<file path="config.mk">
export PLATFORM = sky130hd
export DESIGN_NAME = wsd_serializer
export DESIGN_NICKNAME = d
export VERILOG_FILES = /design/src/verilog/wsd_fifo.v /design/src/verilog/wsd_serializer.v
export VERILOG_INCLUDE_DIRS = /design/src /design/src/pkg
export SDC_FILE = /design/constraint.sdc
export NUM_CORES = 1
export LEC_CHECK = 0
export ABC_AREA = 1
export BUFFER_PORTS_ARGS = -buffer_cell sky130_fd_sc_hd__buf_2
export CAP_MARGIN = 30
export CORE_ASPECT_RATIO = 0.6
export CORE_UTILIZATION = 50
export CTS_BUF_LIST = sky130_fd_sc_hd__clkbuf_2
export CTS_CLUSTER_DIAMETER = 30
export DETAILED_ROUTE_END_ITERATION = 7
export PLACE_DENSITY_LB_ADDON = 0.2
export SKIP_LAST_GASP = 1
export SLEW_MARGIN = 20
export SYNTH_ARGS = -nofsm -noshare
export SYNTH_HDL_FRONTEND = slang
export SYNTH_SLANG_ARGS = --single-unit
</file>
<file path="constraint.sdc">
create_clock -name core_clk_i -period 4.15 [get_ports core_clk_i]
set_input_delay 0.83 -clock core_clk_i [delete_from_list [all_inputs] [get_ports core_clk_i]]
set_output_delay 0.83 -clock core_clk_i [all_outputs]
set_load 0.01 [all_outputs]
</file>
<file path="src/pkg/wsd_regs.vh">
`ifndef WSD_REGS_VH
`define WSD_REGS_VH
// ==========================================
// register sub-addresses
`define WSD_ADDR_F1_LOW 8'h14
`define WSD_ADDR_F1_HIGH 8'h15
`define WSD_ADDR_F2_LOW 8'h16
`define WSD_ADDR_F2_HIGH 8'h17
`define WSD_ADDR_F1_CHECK 8'h18
// ==========================================
// reset values and fields
`define WSD_RST_LOW 8'h00
`define WSD_RST_HIGH 6'h00
`define WSD_RST_CHECK 6'h3f
`define WSD_PAYLOAD_BITS 5'd14
`define WSD_NTSC_BITS 5'd20
`define WSD_CNT_IDLE 5'd0
`define WSD_CNT_LAST 5'd1
`define WSD_SHIFT_RST 20'h00000
`define WSD_CHECK_PAD 6'h00
`define WSD_RSVD_PAD 2'b00
`define WSD_RDATA_NONE 8'h00
`define WSD_RST_F2_DONE 1'b1
// ==========================================
// line numbers
`define WSD_F1_LINE_A 9'd17
`define WSD_F1_LINE_B 9'd20
`define WSD_F1_LINE_C 9'd23
`define WSD_F2_LINE_A 9'd280
`define WSD_F2_LINE_B 9'd283
`define WSD_F2_LINE_C 9'd336
`endif

</file>
<file path="src/verilog/wsd_fifo.v">
// the bit fifo module is kept beside the serializer, in one design file

</file>
<file path="src/verilog/wsd_serializer.v">
// Function
// - field one word sent lines 17/20/23
// - field two word sent lines 280/283/336
// - low byte bit 0 first, upward
// - high bits 7-6 never sent
// - ntsc appends check after field one payload only
// - pal omits check value
// - check value sent bit 0 first
// - field two status set after sending
`timescale 1ns/10ps
`include "wsd_regs.vh"
module wsd_serializer (
  input wire core_clk_i,
  input wire rst_i,
  input wire reg_wr_i,
  input wire [7:0] reg_addr_i,
  input wire [7:0] reg_wdata_i,
  output reg [7:0] reg_rdata_o,
  input wire widescreen_signalling_en_i,
  input wire ntsc_mode_i,
  input wire line_start_i,
  input wire [8:0] line_num_i,
  input wire bit_strobe_i,
  output wire bit_valid_o,
  input wire bit_ready_i,
  output wire bit_data_o,
  output reg field2_written_o
);
  // ==========================================
  // registers
  reg [7:0] f1_low_q;
  reg [5:0] f1_high_q;
  reg [7:0] f2_low_q;
  reg [5:0] f2_high_q;
  reg [5:0] f1_check_q;
  reg [19:0] shift_q;
  reg [4:0] left_q;
  reg f2_busy_q;
  wire fifo_ready;

  function is_line;
    input [8:0] n;
    input [8:0] a;
    input [8:0] b;
    input [8:0] c;
    begin
      is_line = (n == a) || (n == b) || (n == c);
    end
  endfunction

  // ==========================================
  // line decode and pacing
  wire f1_line;
  wire f2_line;
  wire idle;
  wire start;
  wire wr_f2;
  wire push;
  wire done;

  assign f1_line = is_line(line_num_i, `WSD_F1_LINE_A, `WSD_F1_LINE_B, `WSD_F1_LINE_C);
  assign f2_line = is_line(line_num_i, `WSD_F2_LINE_A, `WSD_F2_LINE_B, `WSD_F2_LINE_C);
  assign idle = (left_q == `WSD_CNT_IDLE);
  // a start on a busy or disabled line is dropped, not queued
  assign start = line_start_i && widescreen_signalling_en_i && idle && (f1_line || f2_line);
  assign wr_f2 = reg_wr_i && ((reg_addr_i == `WSD_ADDR_F2_LOW) || (reg_addr_i == `WSD_ADDR_F2_HIGH));
  // fifo back-pressure stalls the shift, so no bit is ever lost
  assign push = !idle && bit_strobe_i && fifo_ready;
  assign done = push && (left_q == `WSD_CNT_LAST);

  // ==========================================
  // host register writes
  always @(posedge core_clk_i or posedge rst_i) begin
    if (rst_i) begin
      f1_low_q <= `WSD_RST_LOW;
      f1_high_q <= `WSD_RST_HIGH;
      f2_low_q <= `WSD_RST_LOW;
      f2_high_q <= `WSD_RST_HIGH;
      f1_check_q <= `WSD_RST_CHECK;
    end else if (reg_wr_i) begin
      case (reg_addr_i)
        `WSD_ADDR_F1_LOW: f1_low_q <= reg_wdata_i;
        `WSD_ADDR_F1_HIGH: f1_high_q <= reg_wdata_i[5:0];
        `WSD_ADDR_F2_LOW: f2_low_q <= reg_wdata_i;
        `WSD_ADDR_F2_HIGH: f2_high_q <= reg_wdata_i[5:0];
        `WSD_ADDR_F1_CHECK: f1_check_q <= reg_wdata_i[5:0];
        default: f1_low_q <= f1_low_q;
      endcase
    end
  end

  always @* begin
    case (reg_addr_i)
      `WSD_ADDR_F1_LOW: reg_rdata_o = f1_low_q;
      `WSD_ADDR_F1_HIGH: reg_rdata_o = {`WSD_RSVD_PAD, f1_high_q};
      `WSD_ADDR_F2_LOW: reg_rdata_o = f2_low_q;
      `WSD_ADDR_F2_HIGH: reg_rdata_o = {`WSD_RSVD_PAD, f2_high_q};
      `WSD_ADDR_F1_CHECK: reg_rdata_o = {`WSD_RSVD_PAD, f1_check_q};
      default: reg_rdata_o = `WSD_RDATA_NONE;
    endcase
  end

  // ==========================================
  // serializer: shift copy so registers stay untouched
  always @(posedge core_clk_i or posedge rst_i) begin
    if (rst_i) begin
      shift_q <= `WSD_SHIFT_RST;
      left_q <= `WSD_CNT_IDLE;
      f2_busy_q <= 1'b0;
    end else if (start) begin
      f2_busy_q <= f2_line;
      if (f1_line) begin
        shift_q <= {f1_check_q, f1_high_q, f1_low_q};
      end else begin
        shift_q <= {`WSD_CHECK_PAD, f2_high_q, f2_low_q};
      end
      left_q <= (ntsc_mode_i && f1_line) ? `WSD_NTSC_BITS : `WSD_PAYLOAD_BITS;
    end else if (push) begin
      shift_q <= {1'b0, shift_q[19:1]};
      left_q <= left_q - `WSD_CNT_LAST;
    end
  end

  // ==========================================
  // status: completion wins over a same-cycle host write
  always @(posedge core_clk_i or posedge rst_i) begin
    if (rst_i) begin
      field2_written_o <= `WSD_RST_F2_DONE;
    end else if (done && f2_busy_q) begin
      field2_written_o <= 1'b1;
    end else if (wr_f2) begin
      field2_written_o <= 1'b0;
    end
  end

  wsd_fifo #(.WIDTH(1), .DEPTH(4), .AW(2)) u_fifo (
    .core_clk_i(core_clk_i),
    .rst_i(rst_i),
    .in_valid_i(push),
    .in_ready_o(fifo_ready),
    .in_data_i(shift_q[0]),
    .out_valid_o(bit_valid_o),
    .out_ready_i(bit_ready_i),
    .out_data_o(bit_data_o)
  );
endmodule // wsd_serializer

// ==========================================
// bit fifo between strobe pacing and the consumer
module wsd_fifo #(
  parameter WIDTH = 1,
  parameter DEPTH = 4,
  parameter AW = 2
) (
  input wire core_clk_i,
  input wire rst_i,
  input wire in_valid_i,
  output wire in_ready_o,
  input wire [WIDTH-1:0] in_data_i,
  output wire out_valid_o,
  input wire out_ready_i,
  output wire [WIDTH-1:0] out_data_o
);
  // ==========================================
  // storage and pointers
  reg [WIDTH-1:0] mem_q [0:DEPTH-1];
  reg [AW-1:0] wr_q;
  reg [AW-1:0] rd_q;
  reg [AW:0] cnt_q;
  wire push;
  wire pop;

  // ==========================================
  // pointer step
  // explicit wrap, so a depth that is not a power of two still works
  function [AW-1:0] next_ptr;
    input [AW-1:0] p;
    begin
      if ({1'b0, p} == DEPTH[AW:0] - 1'b1) begin
        next_ptr = {AW{1'b0}};
      end else begin
        next_ptr = p + 1'b1;
      end
    end
  endfunction

  // ==========================================
  // handshake flags
  // count is one bit wider than the pointers so full and empty differ
  assign push = in_valid_i && in_ready_o;
  assign pop = out_valid_o && out_ready_i;
  assign in_ready_o = (cnt_q != DEPTH[AW:0]);
  assign out_valid_o = (cnt_q != {(AW+1){1'b0}});
  // head comes from storage, which is written only at the tail
  assign out_data_o = mem_q[rd_q];

  // ==========================================
  // storage
  // no reset here: the count keeps stale words from being seen
  always @(posedge core_clk_i) begin
    if (push) begin
      mem_q[wr_q] <= in_data_i;
    end
  end

  // ==========================================
  // pointers and fill count
  always @(posedge core_clk_i or posedge rst_i) begin
    if (rst_i) begin
      wr_q <= {AW{1'b0}};
      rd_q <= {AW{1'b0}};
      cnt_q <= {(AW+1){1'b0}};
    end else begin
      if (push) begin
        wr_q <= next_ptr(wr_q);
      end
      if (pop) begin
        rd_q <= next_ptr(rd_q);
      end
      // simultaneous push and pop leave the count alone
      if (push && !pop) begin
        cnt_q <= cnt_q + 1'b1;
      end else if (pop && !push) begin
        cnt_q <= cnt_q - 1'b1;
      end
    end
  end
endmodule // wsd_fifo

</file>
==> results_dict.tcl <==
set metrics [dict create \
    clk_latency_ns 0.52 \
    rr_startpoint "left_q[0]" \
    drv_slew 0 \
    r2r_slack_ns 1.75 \
    fillers 705 \
    ctsResizeCount 0 \
    core_area_um2 7420 \
    multi_input_area_um2 1700 \
    gr-total-overflow 0 \
    ys_ff_latch 72 \
    antenna_found_initial 0 \
    ys_types 34 \
    async_flop_share 0.944 \
    finClkSkew_ns 0.0152 \
    post_drt_via_cell_ratio 5.14 \
    max_cap_viol_count 0 \
    first_global_vias 3056 \
    ys_seq_area_frac 0.469 \
    crit_path_start_kind "primary input" \
    vias 3366 \
    fin_crit_sh 0.729 \
    synth_area_leader_cell "dfrtp_1" \
    synth_simple_gate_area_frac 0.282 \
    io_pins 44 \
    cp.required_ns 3.32 \
    syn_avg_cell_area_um2 7.76 \
    vdd_drop_max_mv 0.234 \
    fin_nets 589 \
    layout_common_cells "nand2_1 (149), inv_1 (73), o21ai_0 (65), dfrtp_1 (61), buf_2 (43)" \
    worstReg2RegEnd "u_fifo.cnt_q[2]" \
    clk_path_buf_depth 2 \
    drt-pass1-iter-count 5 \
    syn_nets 546 \
    max_freq_ghz 0.330 \
    fin_crit_ns 3.03 \
    arrival_ns 2.20 \
    synth_edf_count 4 \
    synth_top_cell_area_share 0.391 \
    synth_flop_cell "dfrtp_1" \
    worst_pin_slew_ns 0.782 \
    initial_core_util 0.526 \
    die_w_um 116 \
    muxShareOfSynthArea 0 \
    ctsHoldBuffers 0 \
    final_hold_viol_count 0 \
    setup_viol 0 \
    path_clk_slew_ns 0.19 \
    synth_compound_area_frac 0.110 \
    grt_pass1_wl_mm 14.5 \
    netlist_instances 503 \
    powerDensity_nw_per_um2 474 \
    ys_warn_count 0 \
    portBuffers 43 \
    dp_slack_ns 1.19 \
    areaGrowthSynthToFinish_pct 10.3 \
    relSlewSlack 0.476 \
    critPathMaxFanout 5 \
    setup_ws_ns 1.12 \
    n_antenna_cell 0 \
    cts_sinks 72 \
    reg2reg_depth 12 \
    final_common_cell "nand2_1" \
    routed_wl_mm 8.70 \
    rsz0062_at_grt "false" \
    cts_tree "yes" \
    ys_top_cells_by_area "dfrtp_1 (39%), nand2_1 (14%), o21ai_0 (8.3%)" \
    synthXorXnorAreaFrac 0.00897 \
    worstSetupPathType "in -> out" \
    synth_top_family_by_area "simple AND/OR/NAND/NOR gates" \
    status "completed" \
    gp_congestion 0.858 \
    wl_per_cell_um 13.3 \
    hpwl_mm 6.47 \
    leakage_uw 0.00227 \
    final.setup.tns_ns 0 \
    design.die.area_um2 8180 \
    cts-buffers-inserted 9 \
    hold_class "in -> async" \
    die_h_um 70.4 \
    grt_max_degree 42 \
    final_layout_size_suffix_gt1_frac 0.160 \
    drt_iter0_markers 224 \
    cts_root_buf "clkbuf_2" \
    cts_setup_buffers 0 \
    drcViolationCount 0 \
    end_kind "output port" \
    synthAdderAreaFrac 0.0340 \
    grt.total_usage 0.237 \
    ant_nets 0 \
    htree_num_levels 3 \
    whs_ns 0.227 \
    ff_latch_area_um2 1830 \
    fp-row-count 24 \
    synth_area_um2 3900 \
]
==> registers in the layout, indices dropped and copies added (netlist names) <==
| register | cells |
|---|---|
| u_fifo.mem_q | 4 |
| u_fifo.cnt_q | 3 |
| f1_low_q | 8 |
| f2_low_q | 8 |
| f2_busy_q | 1 |
| u_fifo.wr_q | 2 |
| f1_high_q | 6 |
| shift_q | 20 |
| left_q | 5 |
| f2_high_q | 6 |
| f1_check_q | 6 |
| field2_written_o | 1 |
| u_fifo.rd_q | 2 |
==> layer usage <==
layer / track usage / up-vias / part of all wire / wire length [µm]
met5: 0 / - / 0 / 0
met4: 0.0641 / 0 / 0.013 / 112
met3: 0.0625 / 10 / 0.071 / 618
met2: 0.335 / 124 / 0.39 / 3440
met1: 0.355 / 1541 / 0.52 / 4540
li1: - / 1691 / - / -
==> cell usage after synthesis (all sizes together), types with 2 or more instances <==
master	count
ha	9
inv	77
nand2	155
dfstp	7
clkbuf	3
o21ai	65
a21oi	4
nor2	33
nor4	2
o22ai	10
xor2	2
dfrtp	61
edfxtp	4
nand4	8
nand3	40
xnor2	2
nor3	6
buf	11
==> area by class of cell <==
| class | instances | area share |
|---|---|---|
| Sequential cell | 72 | 0.425 |
| Multi-Input combinational cell | 339 | 0.394 |
| Inverter | 78 | 0.0680 |
| Timing Repair Buffer | 46 | 0.0581 |
| Tap cell | 104 | 0.0302 |
| Clock buffer | 11 | 0.0128 |
| Clock inverter | 5 | 0.0113 |
==> logic make-up (layout without fill, tap and decap cells) <==
kind of cell    count (synthesis)  in the layout
simple gates                  244            244
buf+inv                        92            140
compound gates                 81             81
flops                          72             72
fa+ha+maj                      10             10
xor+xnor                        4              4
==> stage by stage <==
step           area (µm²)  utilization  cells  total power (µW)
2_1_floorplan        3900            -    503              1510
3_3_place_gp         4180        0.564    638              1650
3_5_place_dp         4180        0.564    638              1670
4_1_cts              4290        0.578    654              2050
5_1_grt              4310        0.580    655              2210
6_report             4310        0.580    655              2040
==> worst max-delay path by stage <==
stage                             start        endpoint  slack (ns)  cells after the start
after floorplan                   rst_i    f1_high_q[0]        1.62                      1
after CTS                 reg_addr_i[5]  reg_rdata_o[0]        1.18                      9
final                     reg_addr_i[0]  reg_rdata_o[0]        1.12                      5
after global routing      reg_addr_i[5]  reg_rdata_o[0]        1.05                      9
after detailed placement  reg_addr_i[5]  reg_rdata_o[0]        1.19                      9
after global placement    reg_addr_i[3]  reg_rdata_o[0]        1.25                      9
==> power by group <==
group | internal, µW | total [µW] | switching, µW
combinational | 259 | 671 | 412
sequential | 883 | 987 | 104
clock | 139 | 382 | 242
==> critical path, cell delays in order <==
cell	delay, ns
buf_2	0.13
nor4_2	0.45
nand2_1	0.25
o21ai_0	0.34
buf_2	0.20
(Power assumes the default switching activity.)
